## src/pkg/fbsm_cfg.svh

```systemverilog
// Offsets, field positions, reset values and counts of the fieldbus word mapper
// Functional notes
// - Run lit, error dark on station agreement; exchange only when expansion also agrees.
// - Incompatible version or fatal error: run off, error on, exchange stops.
// - Station number is configurable 1 to 64; answer only under it.
// - Five bit rates selectable: 156k, 625k, 2.5M, 5M, 10M.
// - Protocol version setting is version 1 or version 2.
// - Multipliers x2, x4, x8 only under version 2; version 1 allows x1.
// - Eight station/multiplier combinations; combination fixes input and output word counts.
// - One station x1: 4 in words, 16 in bits, 3 out words, 16 out bits.
// - Two stations x1: 8 in words, 32 in bits, 7 out words, 32 out bits.
// - Three stations x1: 12 in words, 48 bits, 11 out words, 48 bits.
// - Four stations x1: 16 in words, 64 bits, 15 out words, 64 bits.
// - One station x2: 8 in words, 16 bits, 7 out words, 16 bits.
// - Two stations x2: 16 in words, 48 bits, 15 out words, 48 bits.
// - One station x8: 32 in words, 64 bits, 31 out words, 64 bits.
// - Device acts as remote device station, never as master.
// - Last output word is system area, never carries user data.
// - Occupied station count must equal the master's, else no exchange.
`ifndef FBSM_CFG_SVH
`define FBSM_CFG_SVH
`define FBSM_A_CTRL 12'h000
`define FBSM_A_STAT 12'h004
`define FBSM_A_IRQ_ST 12'h008
`define FBSM_A_IRQ_MSK 12'h00C
`define FBSM_REGION_IN 4'h1
`define FBSM_REGION_OUT 4'h2
`define FBSM_CTRL_RST 32'h0000_0101
`define FBSM_STN_LSB 0
`define FBSM_VER_BIT 7
`define FBSM_OCC_LSB 8
`define FBSM_EXT_LSB 11
`define FBSM_RATE_LSB 13
`define FBSM_STN_MAX 7'h40
`define FBSM_RATE_MAX 3'h4
`define FBSM_RELAY_BASE 6'h20
`define FBSM_NSLOT 36
`define FBSM_RESP_OK 2'h0
`define FBSM_RESP_ERR 2'h2
`endif

```

## src/pkg/fbsm_pkg.sv

```systemverilog
// Types shared by the fieldbus word mapper
package fbsm_pkg;
   typedef enum logic [1:0] {FBSM_X1, FBSM_X2, FBSM_X4, FBSM_X8} fbsm_ext_t;
   typedef enum logic [2:0] {FBSM_R156K, FBSM_R625K, FBSM_R2M5, FBSM_R5M, FBSM_R10M} fbsm_rate_t;
   typedef enum logic [1:0] {FBSM_ST_IDLE, FBSM_ST_HOLD, FBSM_ST_EXCH, FBSM_ST_FAULT} fbsm_state_t;
endpackage

```

## src/design/fbsm_status.sv

```systemverilog
// Link state machine driving run and error indicators
`timescale 1ns/1ns
`default_nettype none
module fbsm_status (
   input wire logic aclk,
   input wire logic aresetn,
   input wire logic seen,
   input wire logic occ_agree,
   input wire logic ext_agree,
   input wire logic ver_ok,
   input wire logic fatal,
   output logic run_led,
   output logic err_led,
   output logic exch
);
   import fbsm_pkg::*;

   fbsm_state_t state_reg;
   fbsm_state_t state_next;

   //----------------------------------------
   // Next state from agreement and faults
   //----------------------------------------
   always_comb
   begin
      if (fatal || (seen && !ver_ok))
         state_next = FBSM_ST_FAULT;
      else if (!seen || !occ_agree)
         state_next = FBSM_ST_IDLE;
      else if (!ext_agree)
         state_next = FBSM_ST_HOLD;
      else
         state_next = FBSM_ST_EXCH;
   end

   // State and indicator flops
   always_ff @(posedge aclk)
   begin
      if (!aresetn)
      begin
         state_reg <= FBSM_ST_IDLE;
         run_led <= 1'b0;
         err_led <= 1'b0;
         exch <= 1'b0;
      end
      else
      begin
         state_reg <= state_next;
         case (state_next)
            FBSM_ST_HOLD:
            begin
               run_led <= 1'b1;
               err_led <= 1'b0;
               exch <= 1'b0;
            end
            FBSM_ST_EXCH:
            begin
               run_led <= 1'b1;
               err_led <= 1'b0;
               exch <= 1'b1;
            end
            FBSM_ST_FAULT:
            begin
               run_led <= 1'b0;
               err_led <= 1'b1;
               exch <= 1'b0;
            end
            default:
            begin
               run_led <= 1'b0;
               err_led <= 1'b0;
               exch <= 1'b0;
            end
         endcase
      end
   end

   a_fault_stops_all: assert property (@(posedge aclk) disable iff (!aresetn) fatal |=> err_led && !run_led && !exch) else $error("fault did not stop exchange");
   a_agree_gives_exch: assert property (@(posedge aclk) disable iff (!aresetn) (seen && occ_agree && ext_agree && ver_ok && !fatal) |=> exch && run_led) else $error("agreement gave no exchange");
   a_ext_mismatch_hold: assert property (@(posedge aclk) disable iff (!aresetn) (seen && occ_agree && !ext_agree && ver_ok && !fatal) |=> run_led && !err_led && !exch) else $error("hold state wrong");
endmodule
`default_nettype wire

```

## src/design/fbsm_top.sv

```systemverilog
// Fieldbus remote station word mapper with register access over AXI4-Lite
//
// Decided for this implementation: the placing of the registers and the AXI4-Lite interface to the registers.
`timescale 1ns/1ns
`default_nettype none
`include "fbsm_cfg.svh"
module fbsm_top (
   input wire logic aclk,
   input wire logic aresetn,
   input wire logic [11:0] awaddr,
   input wire logic awvalid,
   output logic awready,
   input wire logic [31:0] wdata,
   input wire logic [3:0] wstrb,
   input wire logic wvalid,
   output logic wready,
   output logic [1:0] bresp,
   output logic bvalid,
   input wire logic bready,
   input wire logic [11:0] araddr,
   input wire logic arvalid,
   output logic arready,
   output logic [31:0] rdata,
   output logic [1:0] rresp,
   output logic rvalid,
   input wire logic rready,
   input wire logic lk_cfg_valid,
   input wire logic [2:0] lk_cfg_occ,
   input wire fbsm_pkg::fbsm_ext_t lk_cfg_ext,
   input wire logic lk_cfg_ver,
   input wire logic lk_fatal,
   input wire logic lk_rx_valid,
   input wire logic [6:0] lk_rx_stn,
   input wire logic [5:0] lk_rx_idx,
   input wire logic [15:0] lk_rx_data,
   input wire logic lk_cycle_end,
   input wire logic lk_tx_req,
   input wire logic [6:0] lk_tx_stn,
   input wire logic [5:0] lk_tx_idx,
   output logic lk_tx_valid,
   output logic [15:0] lk_tx_data,
   output logic [6:0] lk_station,
   output fbsm_pkg::fbsm_rate_t lk_rate,
   output logic run_led,
   output logic err_led,
   output logic irq
);
   import fbsm_pkg::*;

   //----------------------------------------
   // Functions
   //----------------------------------------
   // Data words for a combination
   function automatic logic [5:0] fn_words(input logic [2:0] occ, input fbsm_ext_t e);
      case (e)
         FBSM_X1: fn_words = {1'b0, occ, 2'b00};
         FBSM_X2: fn_words = {occ, 3'b000};
         FBSM_X4: fn_words = 6'h10;
         default: fn_words = 6'h20;
      endcase
   endfunction

   // Relay words of 16 bits for a combination
   function automatic logic [2:0] fn_rly(input logic [2:0] occ, input fbsm_ext_t e);
      case (e)
         FBSM_X1: fn_rly = occ;
         FBSM_X2: fn_rly = (occ == 3'h1) ? 3'h1 : 3'h3;
         FBSM_X4: fn_rly = 3'h2;
         default: fn_rly = 3'h4;
      endcase
   endfunction

   // Slot mapped; output side drops the system word
   function automatic logic fn_slot_ok(input logic [5:0] idx, input logic [5:0] words,
                                       input logic [2:0] rly, input logic outs);
      logic [5:0] top;
      top = outs ? words - 6'h01 : words;
      if (idx >= `FBSM_RELAY_BASE)
         fn_slot_ok = (idx - `FBSM_RELAY_BASE) < {3'h0, rly};
      else
         fn_slot_ok = idx < top;
   endfunction

   // Legal setting word
   function automatic logic fn_legal(input logic [31:0] c);
      logic [6:0] stn;
      logic [2:0] occ;
      logic [1:0] ext;
      logic ok;
      stn = c[`FBSM_STN_LSB +: 7];
      occ = c[`FBSM_OCC_LSB +: 3];
      ext = c[`FBSM_EXT_LSB +: 2];
      ok = (stn != 7'h00) && (stn <= `FBSM_STN_MAX);
      ok = ok && (c[`FBSM_RATE_LSB +: 3] <= `FBSM_RATE_MAX);
      case (ext)
         2'h0: ok = ok && (occ != 3'h0) && (occ <= 3'h4);
         2'h1: ok = ok && c[`FBSM_VER_BIT] && (occ != 3'h0) && (occ <= 3'h2);
         default: ok = ok && c[`FBSM_VER_BIT] && (occ == 3'h1);
      endcase
      fn_legal = ok;
   endfunction

   // Byte lane merge
   function automatic logic [31:0] fn_merge(input logic [31:0] old, input logic [31:0] nw,
                                            input logic [3:0] strb);
      for (int b = 0; b < 4; b++)
         fn_merge[8*b +: 8] = strb[b] ? nw[8*b +: 8] : old[8*b +: 8];
   endfunction

   //----------------------------------------
   // State
   //----------------------------------------
   logic [31:0] ctrl_reg;
   logic [2:0] m_occ_reg;
   fbsm_ext_t m_ext_reg;
   logic m_ver_reg;
   logic m_seen_reg;
   logic aw_held_reg;
   logic w_held_reg;
   logic [11:0] aw_addr_reg;
   logic [31:0] w_data_reg;
   logic [3:0] w_strb_reg;
   logic [3:0] irq_st_reg;
   logic [3:0] irq_msk_reg;
   logic run_q_reg;
   logic err_q_reg;
   logic [15:0] out_mem [`FBSM_NSLOT];
   logic [15:0] in_mem [`FBSM_NSLOT];
   logic [15:0] rx_sh [`FBSM_NSLOT];
   logic [15:0] tx_sh [`FBSM_NSLOT];
   logic [5:0] tx_idx_reg;
   logic exch;
   logic [6:0] stn;
   logic ver;
   logic [2:0] occ;
   fbsm_ext_t ext;
   logic [5:0] words;
   logic [2:0] rly;
   logic wr_fire;
   logic [5:0] wr_idx;
   logic wr_out;
   logic wr_ctrl;
   logic [31:0] ctrl_merged;
   logic cfg_rej;
   logic commit;
   logic [3:0] events;
   logic [3:0] w1c;
   logic [31:0] rd_mux;
   logic rd_err;
   logic wr_err;
   logic [5:0] rd_idx;

   // Setting fields
   assign stn = ctrl_reg[`FBSM_STN_LSB +: 7];
   assign ver = ctrl_reg[`FBSM_VER_BIT];
   assign occ = ctrl_reg[`FBSM_OCC_LSB +: 3];
   assign ext = fbsm_ext_t'(ctrl_reg[`FBSM_EXT_LSB +: 2]);
   assign words = fn_words(occ, ext);
   assign rly = fn_rly(occ, ext);

   //----------------------------------------
   // Run and error indicators
   //----------------------------------------
   fbsm_status u_status (
      .aclk(aclk),
      .aresetn(aresetn),
      .seen(m_seen_reg),
      .occ_agree(m_occ_reg == occ),
      .ext_agree(m_ext_reg == ext),
      .ver_ok(m_ver_reg || !ver),
      .fatal(lk_fatal),
      .run_led(run_led),
      .err_led(err_led),
      .exch(exch)
   );

   // Master setting as announced on the link
   always_ff @(posedge aclk)
   begin
      if (!aresetn)
      begin
         m_occ_reg <= 3'h0;
         m_ext_reg <= FBSM_X1;
         m_ver_reg <= 1'b0;
         m_seen_reg <= 1'b0;
      end
      else if (lk_cfg_valid)
      begin
         m_occ_reg <= lk_cfg_occ;
         m_ext_reg <= lk_cfg_ext;
         m_ver_reg <= lk_cfg_ver;
         m_seen_reg <= 1'b1;
      end
   end

   //----------------------------------------
   // AXI4-Lite write path
   //----------------------------------------
   assign wr_fire = aw_held_reg && w_held_reg && !bvalid;
   assign wr_idx = aw_addr_reg[7:2];
   assign wr_ctrl = (aw_addr_reg == `FBSM_A_CTRL);
   assign wr_out = (aw_addr_reg[11:8] == `FBSM_REGION_OUT) && fn_slot_ok(wr_idx, words, rly, 1'b1);
   assign ctrl_merged = fn_merge(ctrl_reg, w_data_reg, w_strb_reg);
   assign cfg_rej = wr_fire && wr_ctrl && !fn_legal(ctrl_merged);
   assign w1c = (wr_fire && aw_addr_reg == `FBSM_A_IRQ_ST) ? (w_data_reg[3:0] & {4{w_strb_reg[0]}}) : 4'h0;
   assign wr_err = !(wr_ctrl || wr_out || aw_addr_reg == `FBSM_A_STAT || aw_addr_reg == `FBSM_A_IRQ_ST
                     || aw_addr_reg == `FBSM_A_IRQ_MSK);

   // Write address capture
   always_ff @(posedge aclk)
   begin
      if (!aresetn)
      begin
         awready <= 1'b0;
         aw_held_reg <= 1'b0;
         aw_addr_reg <= 12'h000;
      end
      else
      begin
         awready <= 1'b0;
         if (awvalid && awready)
            aw_held_reg <= 1'b1;
         else if (wr_fire)
            aw_held_reg <= 1'b0;
         if (awvalid && !awready && !aw_held_reg && !bvalid)
         begin
            awready <= 1'b1;
            aw_addr_reg <= awaddr;
         end
      end
   end

   // Write data capture
   always_ff @(posedge aclk)
   begin
      if (!aresetn)
      begin
         wready <= 1'b0;
         w_held_reg <= 1'b0;
         w_data_reg <= 32'h0000_0000;
         w_strb_reg <= 4'h0;
      end
      else
      begin
         wready <= 1'b0;
         if (wvalid && wready)
            w_held_reg <= 1'b1;
         else if (wr_fire)
            w_held_reg <= 1'b0;
         if (wvalid && !wready && !w_held_reg && !bvalid)
         begin
            wready <= 1'b1;
            w_data_reg <= wdata;
            w_strb_reg <= wstrb;
         end
      end
   end

   // Write response
   always_ff @(posedge aclk)
   begin
      if (!aresetn)
      begin
         bvalid <= 1'b0;
         bresp <= `FBSM_RESP_OK;
      end
      else if (wr_fire)
      begin
         bvalid <= 1'b1;
         bresp <= wr_err ? `FBSM_RESP_ERR : `FBSM_RESP_OK;
      end
      else if (bready)
         bvalid <= 1'b0;
   end

   // Setting register, illegal words refused
   always_ff @(posedge aclk)
   begin
      if (!aresetn)
         ctrl_reg <= `FBSM_CTRL_RST;
      else if (wr_fire && wr_ctrl && fn_legal(ctrl_merged))
         ctrl_reg <= ctrl_merged;
   end

   // Interrupt mask
   always_ff @(posedge aclk)
   begin
      if (!aresetn)
         irq_msk_reg <= 4'h0;
      else if (wr_fire && aw_addr_reg == `FBSM_A_IRQ_MSK)
         irq_msk_reg <= 4'(fn_merge({28'h000_0000, irq_msk_reg}, w_data_reg, w_strb_reg));
   end

   // Output words written by the controller
   always_ff @(posedge aclk)
   begin
      if (!aresetn)
      begin
         for (int i = 0; i < `FBSM_NSLOT; i++)
            out_mem[i] <= 16'h0000;
      end
      else if (wr_fire && wr_out)
         out_mem[wr_idx] <= 16'(fn_merge({16'h0000, out_mem[wr_idx]}, w_data_reg, w_strb_reg));
   end

   //----------------------------------------
   // AXI4-Lite read path
   //----------------------------------------
   assign rd_idx = araddr[7:2];

   // Read decode
   always_comb
   begin
      rd_mux = 32'h0000_0000;
      rd_err = 1'b0;
      if (araddr == `FBSM_A_CTRL)
         rd_mux = ctrl_reg;
      else if (araddr == `FBSM_A_STAT)
         rd_mux = {18'h0_0000, words, 1'b0, m_seen_reg, m_ver_reg || !ver, m_ext_reg == ext,
                   m_occ_reg == occ, exch, err_led, run_led};
      else if (araddr == `FBSM_A_IRQ_ST)
         rd_mux = {28'h000_0000, irq_st_reg};
      else if (araddr == `FBSM_A_IRQ_MSK)
         rd_mux = {28'h000_0000, irq_msk_reg};
      else if (araddr[11:8] == `FBSM_REGION_IN && fn_slot_ok(rd_idx, words, rly, 1'b0))
         rd_mux = {16'h0000, in_mem[rd_idx]};
      else if (araddr[11:8] == `FBSM_REGION_OUT && fn_slot_ok(rd_idx, words, rly, 1'b1))
         rd_mux = {16'h0000, out_mem[rd_idx]};
      else
         rd_err = 1'b1;
   end

   // Read handshake and data
   always_ff @(posedge aclk)
   begin
      if (!aresetn)
      begin
         arready <= 1'b0;
         rvalid <= 1'b0;
         rdata <= 32'h0000_0000;
         rresp <= `FBSM_RESP_OK;
      end
      else
      begin
         arready <= arvalid && !arready && !rvalid;
         if (arvalid && arready)
         begin
            rvalid <= 1'b1;
            rdata <= rd_mux;
            rresp <= rd_err ? `FBSM_RESP_ERR : `FBSM_RESP_OK;
         end
         else if (rready)
            rvalid <= 1'b0;
      end
   end

   //----------------------------------------
   // Cyclic exchange with the master
   //----------------------------------------
   assign commit = lk_cycle_end && exch;

   // Receive staging, own station only
   always_ff @(posedge aclk)
   begin
      if (!aresetn)
      begin
         for (int i = 0; i < `FBSM_NSLOT; i++)
            rx_sh[i] <= 16'h0000;
      end
      else if (lk_rx_valid && exch && lk_rx_stn == stn && fn_slot_ok(lk_rx_idx, words, rly, 1'b0))
         rx_sh[lk_rx_idx] <= lk_rx_data;
   end

   // Input commit at cycle end
   always_ff @(posedge aclk)
   begin
      if (!aresetn)
      begin
         for (int i = 0; i < `FBSM_NSLOT; i++)
            in_mem[i] <= 16'h0000;
      end
      else if (commit)
      begin
         for (int i = 0; i < `FBSM_NSLOT; i++)
            if (fn_slot_ok(6'(i), words, rly, 1'b0))
               in_mem[i] <= rx_sh[i];
      end
   end

   // Output snapshot, system word forced to zero
   always_ff @(posedge aclk)
   begin
      if (!aresetn)
      begin
         for (int i = 0; i < `FBSM_NSLOT; i++)
            tx_sh[i] <= 16'h0000;
      end
      else if (commit)
      begin
         for (int i = 0; i < `FBSM_NSLOT; i++)
            tx_sh[i] <= fn_slot_ok(6'(i), words, rly, 1'b1) ? out_mem[i] : 16'h0000;
      end
   end

   // Answer polls only, never start a transfer
   always_ff @(posedge aclk)
   begin
      if (!aresetn)
      begin
         lk_tx_valid <= 1'b0;
         lk_tx_data <= 16'h0000;
         tx_idx_reg <= 6'h00;
      end
      else
      begin
         lk_tx_valid <= lk_tx_req && exch && lk_tx_stn == stn;
         tx_idx_reg <= lk_tx_idx;
         lk_tx_data <= fn_slot_ok(lk_tx_idx, words, rly, 1'b1) ? tx_sh[lk_tx_idx] : 16'h0000;
      end
   end

   // Station and rate driven to the link
   always_ff @(posedge aclk)
   begin
      if (!aresetn)
      begin
         lk_station <= 7'h01;
         lk_rate <= FBSM_R156K;
      end
      else
      begin
         lk_station <= stn;
         lk_rate <= fbsm_rate_t'(ctrl_reg[`FBSM_RATE_LSB +: 3]);
      end
   end

   //----------------------------------------
   // Interrupts
   //----------------------------------------
   assign events = {cfg_rej, run_q_reg && !run_led, err_led && !err_q_reg, commit};

   // Sticky status, set beats clear
   always_ff @(posedge aclk)
   begin
      if (!aresetn)
      begin
         irq_st_reg <= 4'h0;
         run_q_reg <= 1'b0;
         err_q_reg <= 1'b0;
         irq <= 1'b0;
      end
      else
      begin
         irq_st_reg <= (irq_st_reg & ~w1c) | events;
         run_q_reg <= run_led;
         err_q_reg <= err_led;
         irq <= |(irq_st_reg & irq_msk_reg);
      end
   end

   //----------------------------------------
   // Checks
   //----------------------------------------
   a_station_in_range: assert property (@(posedge aclk) disable iff (!aresetn) stn != 7'h00 && stn <= `FBSM_STN_MAX) else $error("station out of range");
   a_rate_in_range: assert property (@(posedge aclk) disable iff (!aresetn) ctrl_reg[`FBSM_RATE_LSB +: 3] <= `FBSM_RATE_MAX) else $error("bad rate code");
   a_ext_needs_v2: assert property (@(posedge aclk) disable iff (!aresetn) ext != FBSM_X1 |-> ver) else $error("multiplier under version 1");
   a_combo_words: assert property (@(posedge aclk) disable iff (!aresetn) (ext == FBSM_X8) |-> words == 6'h20 && rly == 3'h4 && occ == 3'h1) else $error("bad combination");
   a_commit_copies: assert property (@(posedge aclk) disable iff (!aresetn) commit |=> in_mem[0] == $past(rx_sh[0])) else $error("input not committed");
   a_sys_word_zero: assert property (@(posedge aclk) disable iff (!aresetn) lk_tx_valid && tx_idx_reg == words - 6'h01 |-> lk_tx_data == 16'h0000) else $error("system word leaked");
   a_no_tx_idle: assert property (@(posedge aclk) disable iff (!aresetn) !exch |=> !lk_tx_valid) else $error("answer without exchange");
   a_irq_from_status: assert property (@(posedge aclk) disable iff (!aresetn) (|(irq_st_reg & irq_msk_reg)) |=> irq) else $error("interrupt missing");
   a_x1_one_station: assert property (@(posedge aclk) disable iff (!aresetn) (ext == FBSM_X1 && occ == 3'h1) |-> words == 6'h04 && rly == 3'h1) else $error("one station sizes wrong");
endmodule
`default_nettype wire

```

## config.mk

```make
export PLATFORM = sky130hd
export DESIGN_NAME = fbsm_top
export DESIGN_NICKNAME = d
export VERILOG_FILES = /design/src/pkg/fbsm_pkg.sv /design/src/design/fbsm_status.sv /design/src/design/fbsm_top.sv
export VERILOG_INCLUDE_DIRS = /design/src /design/src/pkg
export SDC_FILE = /design/constraint.sdc
export NUM_CORES = 2
export LEC_CHECK = 0
export ABC_AREA = 0
export BUFFER_PORTS_ARGS = -buffer_cell sky130_fd_sc_hd__buf_4
export CORE_ASPECT_RATIO = 1.25
export CORE_MARGIN = 5
export CORE_UTILIZATION = 60
export DETAILED_ROUTE_END_ITERATION = 6
export PLACE_DENSITY = 0.78
export SYNTH_ARGS = -nofsm -noshare
export SYNTH_HDL_FRONTEND = slang
export SYNTH_SLANG_ARGS = --single-unit
```

## constraint.sdc

```tcl
create_clock -name aclk -period 27.2 [get_ports aclk]
set_input_delay 4.08 -clock aclk [delete_from_list [all_inputs] [get_ports aclk]]
set_output_delay 4.08 -clock aclk [all_outputs]
set_load 0.02 [all_outputs]
```

==> results.yml <==
status:
  status: "finished, violations left"
  failed_checks: "max-capacitance violations, max-slew violations"
logic_synthesis:
  netlist_area_um2: 124000
  synth_top_area_frac: 0.653
  ys_seq_area_frac: 0.685
  yosysUniqueCellTypes: 84
  synthXorXnorAreaFrac: 0.00141
  yosys.cell_count.top_type: "edfxtp_1"
  synth_commonest_cells: "2696 x edfxtp_1, 1380 x and2_1, 619 x mux4_2, 605 x nor3_1, 504 x clkbuf_1"
  synth_warnings: 0
  synthAdderAreaFrac: 0.00293
  synth-main-ff-cell: "edfxtp_1"
  netlist_instances: 7957
  ys_ff_latch: 2897
  muxShareOfSynthArea: 0.123
  async_flop_share: 0
  yosys.area.top_type: "edfxtp_1"
  yosys.area_share.simple: 0.137
  synth_top_family_by_area: "simple AND/OR/NAND/NOR gates"
  avgSynthCellArea_um2: 15.6
  ys_top_cells_by_area: "edfxtp_1 65%, mux4_2 11%, and2_1 7.0%"
  synth-edff-count: 2696
  synth_compound_area_frac: 0.0259
timing:
  fin_skew_ns: 0.0918
  holdWs_ns: 0.452
  setup_tns_ns: 0
  slew_viol_final: 1
  setup_ws_ns: 18.03
  hold_viol: 0
  finalCriticalPeriod_ns: 9.17
  setup_viol: 0
  rsz0062_at_grt: "no"
  slew_headroom: -0.000822
  fin_crit_sh: 0.337
  max_freq_mhz: 109
  worstMarginPinSlew_ns: 1.48
flow_run:
  maxCapViolations: 1
worst_setup_path:
  worst_ep_arrival_time_ns: 9.96
  cp.required_ns: 27.99
  path_class: "in -> reg"
  cp-start-kind: "input port"
  crit_path_max_fanout: 61
  endpoint_kind: "register"
routing:
  ant_nets: 0
  finalWirelength_mm: 357
  dr.pass1.iters: 7
  wire_per_inst_um: 31.4
  route.vias.total: 74400
  viasPerCell: 6.55
  drc: 0
  drt_iter0_drc: 11200
clocking:
  cts_sinks: 2897
  cts_buffers: 288
  cts_resized: 0
  clk_pin_slew_ns: 0.06
  clock_latency_ns: 0.95
  cts_hold_buf: 0
  postCtsSetupBuffers: 0
  cts_tree: "done"
  h-tree-depth: 5
  root_buffer: "clkbuf_16"
  cts_buffer_depth: 4
grt:
  antenna_found_initial: 19
  grt_pass1_vias: 74700
  grt_pass1_wl_mm: 512
  grt_util_met2: 0.528
  top_usage_layer: "met2"
  gr-total-overflow: 0
  grtUsageTotal: 0.329
  grt_max_degree: 209
  use_met3: 0.0902
  gr-usage-met1: 0.387
final_layout:
  area_growth_pct: 12.0
  largest_register_ffs: 1000
  largest_register: "out_mem"
  drive_gt1_frac: 0.189
  nets: 8564
  fin_util: 0.676
pwr:
  leakage_nw: 49.1
  finalPower_mw: 9.59
  powerDensity_nw_per_um2: 69.0
  peakVddDrop_mv: 0.0784
placement:
  hpwlAfterDp_mm: 225
  pre_cts_slack_ns: 17.01
  gp_congestion: 0.929
  numPortBuffers: 188
die:
  die_height_um: 518
  rows: 186
  initial_core_util: 0.603
  fp.dieArea_um2: 216000
  die_x_um: 417
  ios: 191
  core_area_um2: 205000
hold_path:
  min-delay-path-class: "reg -> reg"
## cell usage in the layout (no fill, tap or decap), types with 64 or more instances in the layout
cell / instances
and2_1: 1380
edfxtp_1: 2696
nor2b_1: 206
dfxtp_1: 195
mux4_2: 619
o31ai_1: 64
a21oi_1: 142
mux2i_1: 68
o21ai_0: 71
nor3_1: 602
clkbuf_16: 295
buf_4: 454
conb_1: 362
and3_1: 148
nand2_1: 426
nor2_1: 130
## power by group
group          switching [mW]  internal, mW  leakage [nW]
logic                   0.423         0.213          15.4
clock network            1.64          2.21          4.38
registers              0.0653          5.04          29.3
## critical path: stages
cell and delay (ns):
buf_8 0.52, buf_4 0.84, buf_4 0.77, buf_4 0.85, buf_4 0.72, mux4_2 0.61
mux4_2 0.48, mux2i_1 0.49, nand2_1 0.14, o2111ai_1 0.16, nand3_1 0.12
## area by class of cell
cell class	count	area, um2
flip-flops and latches	2897	85000
fillers	13100	66600
multi-input cells	4738	37800
clock buffers	369	7770
repair buffers	464	3570
well taps	2726	3410
clock inverters	131	1160
inverters	26	103
diodes	13	32.5
## through the flow
stage | cells | instance area [um2]
finish | 11400 | 139000
global route | 11400 | 139000
CTS | 11400 | 139000
detailed placement | 10900 | 130000
global placement | 10900 | 130000
floorplan | 8318 | 125000
## layer usage
layer | vias up | wire length (um)
li1 | 30600 | -
met1 | 36900 | 109000
met2 | 5436 | 171000
met3 | 1438 | 44000
met4 | 18 | 31800
met5 | - | 114
## logic make-up after synthesis
group           Yosys count
flops                  2897
other cells               1
simple gates           3076
buf+inv                 683
compound gates          503
mux                     748
xor+xnor                 20
fa+ha+maj                29
## path summary, 6_finish.rpt
| kind | startpoint | end | slack, ns | cells past startpoint |
|---|---|---|---|---|
| max | araddr[2] | rdata[4]$_SDFFE_PN0P_ | 18.03 | 11 |
| min | ctrl_reg[31]$_SDFFE_PN0P_ | rdata[31]$_SDFFE_PN0P_ | 0.45 | 2 |
| max reg2reg | ctrl_reg[11]$_SDFFE_PN0P_ | out_mem[27][9]$_SDFFCE_PN0P_ | 20.15 | 14 |
| min reg2reg | ctrl_reg[31]$_SDFFE_PN0P_ | rdata[31]$_SDFFE_PN0P_ | 0.45 | 2 |
Note: power is estimated with default switching activity, not from simulation.
